==> src/common/tx_unpack_pkg.sv <==
// constants, field positions and state codes for the transmit buffer unpacker
`default_nettype none
package tx_unpack_pkg;
  // ****************************************************************
  // first command word fields
  // ****************************************************************
  localparam int          A_FS_BIT      = 13;
  localparam int          A_LS_BIT      = 12;
  localparam int          A_SIZE_MSB    = 10;
  localparam int          A_ALIGN_LO    = 24;
  localparam int          A_OFFS_LO     = 16;
  localparam logic [1:0]  ALIGN_4       = 2'h0;
  localparam logic [1:0]  ALIGN_16      = 2'h1;
  localparam logic [1:0]  ALIGN_32      = 2'h2;
  localparam logic [2:0]  MASK_16       = 3'h3;
  localparam logic [2:0]  MASK_32       = 3'h7;
  // ****************************************************************
  // second command word fields
  // ****************************************************************
  localparam int          B_TAG_LO      = 16;
  localparam int          B_CRC_DIS_BIT = 13;
  localparam int          B_PAD_DIS_BIT = 12;
  localparam int          B_LEN_MSB     = 10;
  // ****************************************************************
  // register map
  // ****************************************************************
  localparam logic [3:0]  ADDR_CTRL     = 4'h0;
  localparam logic [3:0]  ADDR_STATUS   = 4'h4;
  localparam logic [3:0]  ADDR_PKTCNT   = 4'h8;
  localparam logic [3:0]  ADDR_TAG      = 4'hC;
  localparam logic        CTRL_EN_RST   = 1'b1;
  localparam int          ST_ERR_BIT    = 0;
  localparam int          ST_BUSY_BIT   = 1;
  // ****************************************************************
  // unpacker states
  // ****************************************************************
  typedef enum logic [2:0] {
    ST_CMD_A = 3'b000,
    ST_CMD_B = 3'b001,
    ST_LEAD  = 3'b010,
    ST_DATA  = 3'b011,
    ST_EMIT  = 3'b100,
    ST_FILL  = 3'b101
  } unpack_state_t;
endpackage : tx_unpack_pkg
`default_nettype wire

==> src/design/tx_buffer_command_unpacker.sv <==
// transmit buffer command unpacker feeding the mac transmit buffer
//
// Behaviour
// first command bit 13 marks first segment; a new packet starts there.
// first command bit 12 marks last segment; packet closes after its payload.
// first command bits 10:0 count payload bytes, excluding offset and fill.
// byte count with end alignment gives trailing fill words, consumed silently.
// running sum of buffer sizes compared to packet length; mismatch sets error.
// second command bits 10:0 hold packet length; mismatch sets error flag.
// second command tag bits 31:16 copied into the packet's status.
// second command bit 13 suppresses automatic crc.
// second command bit 12 suppresses padding of frames under 64 bytes.
// with padding disabled the crc is always appended.
// payload starts at the third word, after both command words.
// offset low bits pick byte lane of first valid byte.
// offset upper bits give up to 7 leading words, discarded.
// payload may end on any byte; trailing bytes are not forwarded.
// 4, 16 or 32 byte end fill is stripped.
// host pads each buffer up to its chosen end alignment.
// host keeps middle buffers at least 4 bytes long.
// any start/end alignment and any first/last length is accepted.
// mac transmit buffer holds a whole packet before sending.
// host limits one packet to 2036 bytes of buffer space.
// host may instead limit a packet to 86 buffers.
// host writes zeros to reserved command bits.
// second command stored only when first segment bit is set.
// end alignment bits 25:24: 00 4, 01 16, 10 32, 11 reserved.
// start offset bits 20:16 give 0 to 31 bytes.
// after an error the transmitter keeps running.
//
// Strobed register access and the register offsets were left to the implementer.
`timescale 1ns/1ps
`default_nettype none
module tx_buffer_command_unpacker (
  input  wire logic        clk_i,
  input  wire logic        sys_rst_i,
  input  wire logic [31:0] fifo_word_i,
  input  wire logic        fifo_valid_i,
  output logic             fifo_ready_o,
  output logic [7:0]       mtb_byte_o,
  output logic             mtb_valid_o,
  output logic             mtb_first_o,
  output logic             mtb_end_o,
  output logic [15:0]      mtb_tag_o,
  output logic             mtb_crc_add_o,
  output logic             mtb_pad_en_o,
  output logic             tx_error_flag_o,
  input  wire logic [3:0]  reg_addr_i,
  input  wire logic [31:0] reg_wdata_i,
  input  wire logic        reg_wr_i,
  input  wire logic        reg_rd_i,
  output logic [31:0]      reg_rdata_o
);
  // ****************************************************************
  // state and buffer bookkeeping
  // ****************************************************************
  tx_unpack_pkg::unpack_state_t state;
  tx_unpack_pkg::unpack_state_t next_state;
  logic        ctrl_en;
  logic        take;
  logic        done_buf;
  logic        fs_q;
  logic        ls_q;
  logic [10:0] size_q;
  logic [1:0]  lane;
  logic [2:0]  lead_q;
  logic [9:0]  dw_left;
  logic [2:0]  fill_q;
  logic [2:0]  cnt;
  logic [10:0] bytes_left;
  logic [31:0] word_q;
  logic [11:0] sum_q;
  logic [10:0] len_q;
  logic [15:0] tag_q;
  logic        crc_dis_q;
  logic        pad_dis_q;
  logic        pkt_first_q;
  logic        in_pkt;
  logic [15:0] pkt_cnt;

  // words after the offset words needed to hold lane + size bytes
  // a buffer that ends mid-word still costs that whole word
  function automatic logic [9:0] data_words(input logic [1:0] ln, input logic [10:0] sz);
    logic [12:0] total;
    total = 13'(ln) + 13'(sz) + 13'h3;
    return total[11:2];
  endfunction : data_words

  // fill words to reach the alignment; reserved code acts as 4-byte
  function automatic logic [2:0] fill_words(input logic [9:0] used, input logic [1:0] al);
    logic [2:0] mask;
    mask = (al == tx_unpack_pkg::ALIGN_16) ? tx_unpack_pkg::MASK_16 :
           (al == tx_unpack_pkg::ALIGN_32) ? tx_unpack_pkg::MASK_32 : 3'h0;
    return 3'(3'h0 - used[2:0]) & mask;
  endfunction : fill_words

  // where a buffer goes once the current stage is spent
  function automatic tx_unpack_pkg::unpack_state_t route(input logic [2:0] ld,
                                                        input logic [9:0] dw,
                                                        input logic [2:0] fl);
    if (ld != 3'h0) return tx_unpack_pkg::ST_LEAD;
    if (dw != 10'h0) return tx_unpack_pkg::ST_DATA;
    if (fl != 3'h0) return tx_unpack_pkg::ST_FILL;
    return tx_unpack_pkg::ST_CMD_A;
  endfunction : route

  // ****************************************************************
  // sequencing
  // ****************************************************************
  always_comb begin
    take = fifo_valid_i && fifo_ready_o;
    next_state = state;
    unique case (state)
      tx_unpack_pkg::ST_CMD_A: begin
        if (take) next_state = tx_unpack_pkg::ST_CMD_B;
      end
      tx_unpack_pkg::ST_CMD_B: begin
        if (take) next_state = route(lead_q, dw_left, fill_q);
      end
      tx_unpack_pkg::ST_LEAD: begin
        if (take && cnt == 3'h1) next_state = route(3'h0, dw_left, fill_q);
      end
      tx_unpack_pkg::ST_DATA: begin
        if (take) next_state = tx_unpack_pkg::ST_EMIT;
      end
      tx_unpack_pkg::ST_EMIT: begin
        if (bytes_left == 11'h1) next_state = route(3'h0, 10'h0, fill_q);
        else if (lane == 2'h3) next_state = tx_unpack_pkg::ST_DATA;
      end
      tx_unpack_pkg::ST_FILL: begin
        if (take && cnt == 3'h1) next_state = tx_unpack_pkg::ST_CMD_A;
      end
      default: next_state = tx_unpack_pkg::ST_CMD_A;
    endcase
    done_buf = (state != tx_unpack_pkg::ST_CMD_A) && (next_state == tx_unpack_pkg::ST_CMD_A);
  end

  always_ff @(posedge clk_i or posedge sys_rst_i) begin
    if (sys_rst_i) begin
      state <= tx_unpack_pkg::ST_CMD_A;
      fifo_ready_o <= 1'b0;
    end else begin
      state <= next_state;
      // no word is taken while bytes of the held word are still going out
      // the error flag is status only; it never gates the word intake
      fifo_ready_o <= ctrl_en && (next_state != tx_unpack_pkg::ST_EMIT);
    end
  end

  // ****************************************************************
  // first command word decode
  // ****************************************************************
  always_ff @(posedge clk_i or posedge sys_rst_i) begin
    if (sys_rst_i) begin
      fs_q <= 1'b0;
      ls_q <= 1'b0;
      size_q <= 11'h0;
      lead_q <= 3'h0;
      fill_q <= 3'h0;
    end else if (state == tx_unpack_pkg::ST_CMD_A && take) begin
      fs_q <= fifo_word_i[tx_unpack_pkg::A_FS_BIT];
      ls_q <= fifo_word_i[tx_unpack_pkg::A_LS_BIT];
      size_q <= fifo_word_i[tx_unpack_pkg::A_SIZE_MSB:0];
      lead_q <= fifo_word_i[tx_unpack_pkg::A_OFFS_LO+2 +: 3];
      fill_q <= fill_words(10'(fifo_word_i[tx_unpack_pkg::A_OFFS_LO+2 +: 3]) +
                           data_words(fifo_word_i[tx_unpack_pkg::A_OFFS_LO +: 2],
                                      fifo_word_i[tx_unpack_pkg::A_SIZE_MSB:0]),
                           fifo_word_i[tx_unpack_pkg::A_ALIGN_LO +: 2]);
    end
  end

  // ****************************************************************
  // word and byte counters
  // ****************************************************************
  always_ff @(posedge clk_i or posedge sys_rst_i) begin
    if (sys_rst_i) begin
      lane <= 2'h0;
      dw_left <= 10'h0;
      bytes_left <= 11'h0;
      cnt <= 3'h0;
      word_q <= 32'h0;
    end else begin
      if (state == tx_unpack_pkg::ST_CMD_A && take) begin
        lane <= fifo_word_i[tx_unpack_pkg::A_OFFS_LO +: 2];
        dw_left <= data_words(fifo_word_i[tx_unpack_pkg::A_OFFS_LO +: 2],
                              fifo_word_i[tx_unpack_pkg::A_SIZE_MSB:0]);
        bytes_left <= fifo_word_i[tx_unpack_pkg::A_SIZE_MSB:0];
      end
      if (state == tx_unpack_pkg::ST_CMD_B && take) begin
        cnt <= (lead_q != 3'h0) ? lead_q : fill_q;
      end else if (state == tx_unpack_pkg::ST_LEAD && take) begin
        cnt <= (cnt == 3'h1) ? fill_q : 3'(cnt - 3'h1);
      end else if (state == tx_unpack_pkg::ST_EMIT && next_state == tx_unpack_pkg::ST_FILL) begin
        cnt <= fill_q;
      end else if (state == tx_unpack_pkg::ST_FILL && take) begin
        cnt <= 3'(cnt - 3'h1);
      end
      if (state == tx_unpack_pkg::ST_DATA && take) begin
        word_q <= fifo_word_i;
        dw_left <= 10'(dw_left - 10'h1);
      end
      if (state == tx_unpack_pkg::ST_EMIT) begin
        lane <= 2'(lane + 2'h1);
        bytes_left <= 11'(bytes_left - 11'h1);
      end
    end
  end

  // ****************************************************************
  // second command word and packet totals
  // ****************************************************************
  always_ff @(posedge clk_i or posedge sys_rst_i) begin
    if (sys_rst_i) begin
      sum_q <= 12'h0;
      len_q <= 11'h0;
      tag_q <= 16'h0;
      crc_dis_q <= 1'b0;
      pad_dis_q <= 1'b0;
    end else if (state == tx_unpack_pkg::ST_CMD_B && take) begin
      if (fs_q) begin
        tag_q <= fifo_word_i[tx_unpack_pkg::B_TAG_LO +: 16];
        crc_dis_q <= fifo_word_i[tx_unpack_pkg::B_CRC_DIS_BIT];
        pad_dis_q <= fifo_word_i[tx_unpack_pkg::B_PAD_DIS_BIT];
        len_q <= fifo_word_i[tx_unpack_pkg::B_LEN_MSB:0];
        sum_q <= 12'(size_q);
      end else begin
        sum_q <= 12'(sum_q + 12'(size_q));
      end
    end
  end

  // ****************************************************************
  // mac transmit buffer side
  // ****************************************************************
  always_ff @(posedge clk_i or posedge sys_rst_i) begin
    if (sys_rst_i) begin
      mtb_byte_o <= 8'h0;
      mtb_valid_o <= 1'b0;
      mtb_first_o <= 1'b0;
      mtb_end_o <= 1'b0;
      mtb_tag_o <= 16'h0;
      mtb_crc_add_o <= 1'b0;
      mtb_pad_en_o <= 1'b0;
      pkt_first_q <= 1'b0;
    end else begin
      mtb_valid_o <= (state == tx_unpack_pkg::ST_EMIT);
      mtb_byte_o <= word_q[{lane, 3'h0} +: 8];
      mtb_first_o <= (state == tx_unpack_pkg::ST_EMIT) && pkt_first_q;
      if (state == tx_unpack_pkg::ST_CMD_B && take && fs_q) begin
        pkt_first_q <= 1'b1;
      end else if (state == tx_unpack_pkg::ST_EMIT) begin
        pkt_first_q <= 1'b0;
      end
      // end pulse commits the stored frame; the mac buffer sends only then
      mtb_end_o <= done_buf && ls_q;
      if (done_buf && ls_q) begin
        mtb_tag_o <= tag_q;
        mtb_crc_add_o <= !crc_dis_q || pad_dis_q;
        mtb_pad_en_o <= !pad_dis_q;
      end
    end
  end

  // ****************************************************************
  // register port
  // ****************************************************************
  always_ff @(posedge clk_i or posedge sys_rst_i) begin
    if (sys_rst_i) begin
      ctrl_en <= tx_unpack_pkg::CTRL_EN_RST;
      tx_error_flag_o <= 1'b0;
      in_pkt <= 1'b0;
      pkt_cnt <= 16'h0;
    end else begin
      if (reg_wr_i && reg_addr_i == tx_unpack_pkg::ADDR_CTRL) ctrl_en <= reg_wdata_i[0];
      // sticky: only a write of one clears it, intake carries on regardless
      // a mismatch in the clearing cycle wins over the clear
      if (done_buf && ls_q && sum_q != 12'(len_q)) begin
        tx_error_flag_o <= 1'b1;
      end else if (reg_wr_i && reg_addr_i == tx_unpack_pkg::ADDR_STATUS &&
                   reg_wdata_i[tx_unpack_pkg::ST_ERR_BIT]) begin
        tx_error_flag_o <= 1'b0;
      end
      if (done_buf && ls_q) begin
        in_pkt <= 1'b0;
        pkt_cnt <= 16'(pkt_cnt + 16'h1);
      end else if (state == tx_unpack_pkg::ST_CMD_B && take && fs_q) begin
        in_pkt <= 1'b1;
      end
    end
  end

  always_ff @(posedge clk_i or posedge sys_rst_i) begin
    if (sys_rst_i) begin
      reg_rdata_o <= 32'h0;
    end else if (reg_rd_i) begin
      unique case (reg_addr_i)
        tx_unpack_pkg::ADDR_CTRL:   reg_rdata_o <= {31'h0, ctrl_en};
        tx_unpack_pkg::ADDR_STATUS: reg_rdata_o <= {30'h0, in_pkt, tx_error_flag_o};
        tx_unpack_pkg::ADDR_PKTCNT: reg_rdata_o <= {16'h0, pkt_cnt};
        tx_unpack_pkg::ADDR_TAG:    reg_rdata_o <= {16'h0, mtb_tag_o};
        default:                    reg_rdata_o <= 32'h0;
      endcase
    end else begin
      reg_rdata_o <= 32'h0;
    end
  end
endmodule : tx_buffer_command_unpacker
`default_nettype wire

==> config.mk <==
export PLATFORM = sky130hd
export DESIGN_NAME = tx_buffer_command_unpacker
export DESIGN_NICKNAME = d
export VERILOG_FILES = /design/src/common/tx_unpack_pkg.sv /design/src/design/tx_buffer_command_unpacker.sv
export SDC_FILE = /design/constraint.sdc
export NUM_CORES = 1
export LEC_CHECK = 0
export ABC_AREA = 1
export BUFFER_PORTS_ARGS = -buffer_cell sky130_fd_sc_hd__buf_2
export CAP_MARGIN = 20
export CELL_PAD_IN_SITES_DETAIL_PLACEMENT = 1
export CELL_PAD_IN_SITES_GLOBAL_PLACEMENT = 2
export CORE_MARGIN = 2
export CORE_UTILIZATION = 34
export DETAILED_ROUTE_END_ITERATION = 8
export PLACE_DENSITY = 0.86
export SLEW_MARGIN = 10
export SYNTH_ARGS = -nofsm -noshare
export SYNTH_HDL_FRONTEND = slang
export SYNTH_SLANG_ARGS = --single-unit
==> constraint.sdc <==
create_clock -name clk_i -period 7.7 [get_ports clk_i]
set_clock_uncertainty 0.2 [all_clocks]
set_input_delay 0.385 -clock clk_i [delete_from_list [all_inputs] [get_ports clk_i]]
set_output_delay 0.385 -clock clk_i [all_outputs]
set_load 0.03 [all_outputs]
# == Word level (Yosys, flattened, before mapping) ==
# Index checks and enable logic that the tools add are counted.
# word_totals
regBits,203
inputBits,73
out_inout_bits,63
elab_cells,154
# classes
addsub,10
eq_ne,16
n_shift,1
n_mux,62
bitwise_logic,1
reduce_logical,34
# op_table
operator,n
two-way mux 3 bit,27
case mux 16 bit (4 select lines),1
two-way mux 32 bit,1
variable part select 32 x 6 -> 8 bit,1
two-way mux 1 bit,25
two-way mux 11 bit,2
two-way mux 10 bit,2
case mux 3 bit (6 select lines),1
logical AND 1 bit,17
"adder 16 x 1 -> 16 bit, second input constant",1
adder 12 x 11 -> 12 bit,1
"adder 12 x 2 -> 12 bit, second input constant",1
adder 2 x 11 -> 12 bit,1
two-way mux 12 bit,1
!= test 12 x 11 -> 1 bit,1
"equality test 11 x 1 -> 1 bit, second input constant",1
"subtractor 11 x 1 -> 11 bit, second input constant",1
nonzero test 10 bit,1
nonzero test 2 bit,5
"subtractor 10 x 1 -> 10 bit, second input constant",1
"equality test 3 bit, second input constant",3
nonzero test 3 bit,3
"equality test 4 bit, second input constant",2
"equality test 3 x 1 -> 1 bit, second input constant",2
other kinds (17),22

# == Depth between registers and ports, before layout ==
# depth
word_depth,21
ltp_mapped,16
mapped_depth_nobuf,16

# == Least setup slack after synthesis ==
# OpenSTA, ideal clock, no wires.
# synth_timing
kind,input -> register
startpoint,input fifo_word_i[1]
endpoint,register fill_q[2]
setup_ps,83
arrival_ps,2386
t_required_ps,7417
path_slack_ps,5032
path_stages,16
path_buffers,0
cell_sequence,inv_1 -> ha_1 -> a21oi_1 -> inv_1 -> fa_1 -> inv_1 -> nand2_1 -> nand2_1 -> inv_1 -> ha_1 -> inv_1 -> ha_1 -> xnor2_1 -> xnor2_1 -> nand3_1 -> o21ai_0
# synth_via
elab_chain_len,5
# synth_rtl
element,line,rtl
start: declaration,tx_buffer_command_unpacker.sv:37,"input wire logic [31:0] fifo_word_i,"
adder 2 x 11 -> 12 bit,n/a,
adder 12 x 2 -> 12 bit,n/a,
adder 3 bit,tx_buffer_command_unpacker.sv:165,fill_q <= fill_words(10'(fifo_word_i[tx_unpack_pkg::A_OFFS_LO+2 +: 3]) +
subtractor 1 x 3 -> 3 bit,tx_buffer_command_unpacker.sv:94,return 3'(3'h0 - used[2:0]) & mask;
bitwise AND 3 bit,tx_buffer_command_unpacker.sv:94,
end signal: assignment,tx_buffer_command_unpacker.sv:165,
end: declaration,tx_buffer_command_unpacker.sv:68,logic [2:0] fill_q;
# No other way between the ends.
# A chain may end at the register's enable or synchronous reset.

# == Worst setup path in the final report ==
# layout_timing
startpoint,register state[0]
endpoint,register mtb_tag_o[1]
# layout_via
elab_cells_between_ends,18
cone_classes,eq/ne: 5; mux: 8; reduce/logical: 5
# layout_rtl
element,line,rtl
start: declaration,tx_buffer_command_unpacker.sv:57,tx_unpack_pkg::unpack_state_t state;
start signal: assignment,tx_buffer_command_unpacker.sv:140,state <= tx_unpack_pkg::ST_CMD_A;
start signal: assignment,tx_buffer_command_unpacker.sv:143,state <= next_state;
equality test 3 bit (tied with other cells),tx_buffer_command_unpacker.sv:113,unique case (state)
case mux 3 bit (6 select lines) *,tx_buffer_command_unpacker.sv:113,
net next_state[1],tx_buffer_command_unpacker.sv:58,tx_unpack_pkg::unpack_state_t next_state;
zero test 3 bit *,tx_buffer_command_unpacker.sv:135,done_buf = (state != tx_unpack_pkg::ST_CMD_A) && (next_state == tx_unpack_pkg::ST_CMD_A);
logical AND 1 bit *,tx_buffer_command_unpacker.sv:135,
logical AND 1 bit *,tx_buffer_command_unpacker.sv:256,if (done_buf && ls_q) begin
end signal: assignment,tx_buffer_command_unpacker.sv:257,mtb_tag_o <= tag_q;
end: declaration,tx_buffer_command_unpacker.sv:44,"output logic [15:0] mtb_tag_o,"
# Mark *: on every way through the listed nets, which the timed path passes. The rest lies on a longest branch.

==> impl_results.md <==
- Status: finished clean
- Footprint of the multi-input gates: just over 4000 sq um
- Initial antenna violation count: 1
- DR vias: between 8,000 and 9,000
- Leakage: roughly 5.4 nW
- Buffers added on ports: 88
- Antenna cell count: 0
- Clk Latency, worst-skew pair: ~0.44 ns
- GRT Overall Usage: 19.9%
- Crit end category: flop
- Hold_ws: 0.0185 ns
- Most common cell after layout, fill and taps aside: nand2_1
- Hold Crit Class: in -> reg
- Core Rows: a little over 60
- Slew HR: between 30% and 40%
- Cell area power density: about 380 nW/um^2
- Clk root buf: clkbuf_16
- Vias in the first global route: 8,453
- Post-synth EDFFs: 0
- Post-synth cell types: 47
- Post-Route WL: approximately 28,000 microns
- Mux cell area share after synthesis: less than 1%
- Most used DFF post-synth: dfrtp_1
- DR vias/cell: roughly 4.9
- Area grow syn2layout: 15.0%
- Syn avg cell area: about 8.1 sq um
- Post-Synth XOR/XNOR Area: under 10%
- CP endpoint: mtb_tag_o[1]$_DFFE_PP0P_
- Period Utilization, post-route: 49.4%
- Mapped Area: between 9000 and 10,000 sq um
- First-pass GRT wire length: approximately 45,000 microns
- Max Fclk: 0.263 GHz
- CP Max Fanout: 42
- Routed length per instance: approximately 17 microns
- RSZ-0062 raised after global routing: no
- Final hold violations: 0
- Total power: around 4.1 mW
- Nets: between 1,000 and 1,500
- Die X: approximately 170 microns
- Dpl hpwl: about 20,000 microns
- # fillers: ~3,400
- Flop-to-flop setup slack: slightly below 4 ns
- Critical Path Start: state[0]$_DFF_PP0_
- Register Area: 4680 sq um
- Actual slew at the worst max-slew pin: around 0.92 ns
- Syn Inst Count: about 1,200
- Synth warn: 0
- Compound-Gate Fraction of Synth Area: between 10% and 20%
- Layout cells sized above 1: 12.2%
- Post-CTS Setup Inserts: 0
- Detail Route Antenna Nets: 0
- Final Setup Violations: 0
- Die area: approximately 29,000 sq um
- Fin Setup TNS: 0 ns
- Post-Synth Simple-Gate Area: roughly 23%
- Crit path DAT: 3.92 ns
- Share of flip-flops with an asynchronous set or reset: 100%
- Worst vdd ir: ~120 uV
- Max Slew Vio Count: 0
- Adder-Cell Fraction of Synth Area: around 3.6%
- First DRT Iteration DRCs: 464
- Register area share after synthesis: between 40% and 50%
- Effective utilization at floorplan: about a third
- Clock-pin slew on the worst setup and hold paths: about 0.080 ns
- Drt first pass iters: 4
- TritonCTS clock tree: yes
- FF-to-FF path depth: 11
- Num CTS Buffers: 17
- Crit path kind: reg -> reg
- Total global routing overflow: 0
- Largest net degree at the start of global routing: around 120
- Most frequent cells in the layout: nand2_1, dfrtp_1, inv_1
- DR DRC count: 0
- R2R Path End: mtb_tag_o[1]$_DFFE_PP0P_
- IO Pins: roughly 140
- Worst EP required: around 7.8 ns
- Clk sink count: roughly 190
- Routability Congestion: around 0.84
- RR Startpoint: state[0]$_DFF_PP0_
- H-tree depth: 4
- Min Tclk post-route: between 3 and 4 ns
- Seq cells post-synth: about 190
- CP Launch Type: flop
- Core area: roughly 28,000 sq um
- Max-Cap Viols: 0
- Clock Path Buffers: 2
- Die H: 171 microns
- Combinational family with the most area after synthesis: simple AND/OR/NAND/NOR gates
## worst max-delay path, stage by stage, from the launching register on
cell and delay [ns]:
dfrtp_1 0.43, inv_1 0.10, nor3_1 0.21, nand2_1 0.44, inv_1 0.68, nand2_1 0.15
nand3_2 0.13, nor3_4 0.05, nand2_4 0.38, clkinv_2 0.57, nand2_1 0.21, nand2_1 0.08
## sequential cells by signal, summed over array words and instances (netlist names), 2 cells and up
signal / flops
word_q: 32
mtb_tag_o: 16
pkt_cnt: 16
reg_rdata_o: 16
tag_q: 16
sum_q: 12
bytes_left: 11
len_q: 11
size_q: 11
dw_left: 10
mtb_byte_o: 8
cnt: 3
fill_q: 3
lead_q: 3
state: 3
lane: 2
## where the power goes
part	internal, mW	switching (mW)
clock network	0.512	0.434
registers	1.33	0.302
logic	0.519	1.03
## cell type report
| class | count | share of cell area [%] |
|---|---|---|
| multi-input combinational | 810 | 37.4 |
| timing repair buffer | 101 | 5.06 |
| sequential | 187 | 42.8 |
| clock inverter | 13 | 1.62 |
| clock buffer | 19 | 4.14 |
| inverter | 134 | 4.68 |
| tap | 378 | 4.32 |
## synth_stat cells (4+ instances only)
cell | instances | area, sq um
nand2_1 | 338 | 1270
dfrtp_1 | 186 | 4650
inv_1 | 132 | 495
o21ai_0 | 111 | 556
nor2_1 | 82 | 308
nand3_1 | 51 | 255
a21oi_1 | 37 | 185
clkbuf_1 | 24 | 90.1
ha_1 | 24 | 300
nor3_1 | 21 | 105
xor2_1 | 20 | 175
buf_4 | 16 | 120
o22ai_1 | 13 | 81.3
xnor2_1 | 11 | 96.3
o211ai_1 | 9 | 67.6
o221ai_1 | 9 | 78.8
o21ai_1 | 7 | 35.0
a211oi_1 | 6 | 45.0
a31oi_1 | 6 | 37.5
nand4_1 | 6 | 37.5
buf_2 | 5 | 25.0
buf_6 | 5 | 56.3
or2_2 | 5 | 31.3
a221oi_1 | 4 | 35.0
nor4_1 | 4 | 25.0
## timing repair
item | CTS | global route
hold endpoints to repair | 117 | 0
gates resized for setup | 0 | 0
hold buffers | 6 | 0
## cell families after synthesis
logic type                 after synthesis
xor gates and xnor gates                31
buffers and inverters                  187
and+or+nand+nor                        522
muxes                                    2
other                                    1
DFF                                    187
AOI/OAI and AO/OA                      213
adders and majority gates               26
## worst min path at each step
stage	slack (ns)	startpoint	depth (start not counted)	end
2_1_floorplan	0.24	word_q[11]$_DFFE_PP0P_	2	word_q[11]$_DFFE_PP0P_
3_3_place_gp	0.25	tag_q[5]$_DFFE_PP0P_	2	mtb_tag_o[5]$_DFFE_PP0P_
3_5_place_dp	0.26	tag_q[9]$_DFFE_PP0P_	2	mtb_tag_o[9]$_DFFE_PP0P_
4_1_cts	0.02	fifo_word_i[26]	3	word_q[26]$_DFFE_PP0P_
5_1_grt	0.02	fifo_word_i[27]	3	word_q[27]$_DFFE_PP0P_
6_report	0.02	fifo_word_i[30]	3	tag_q[14]$_DFFE_PP0P_
## layer usage
| metal | part of all wire, % | track usage, % | routed length (microns) | vias up |
|---|---|---|---|---|
| met3 | 4.2 | 3.70 | 1190 | 22 |
| li1 | - | - | - | 3920 |
| met4 | 1.0 | 4.46 | 295 | 2 |
| met5 | 0.028 | 0 | 8 | - |
| met1 | 46 | 26.2 | 13000 | 4030 |
| met2 | 48 | 34.2 | 13600 | 136 |
## per-stage QoR
stage	setup slack, ns	instances	cell area (sq um)	utilization (%)
floorplan	2.03	1184	9570	-
global placement	3.94	1603	10200	37.1
detailed placement	3.89	1603	10200	37.1
CTS	3.85	1641	10900	39.6
global route	3.60	1642	10900	39.6
finish	3.90	1642	10900	39.6
No activity file was read; power rests on OpenSTA's default activity.
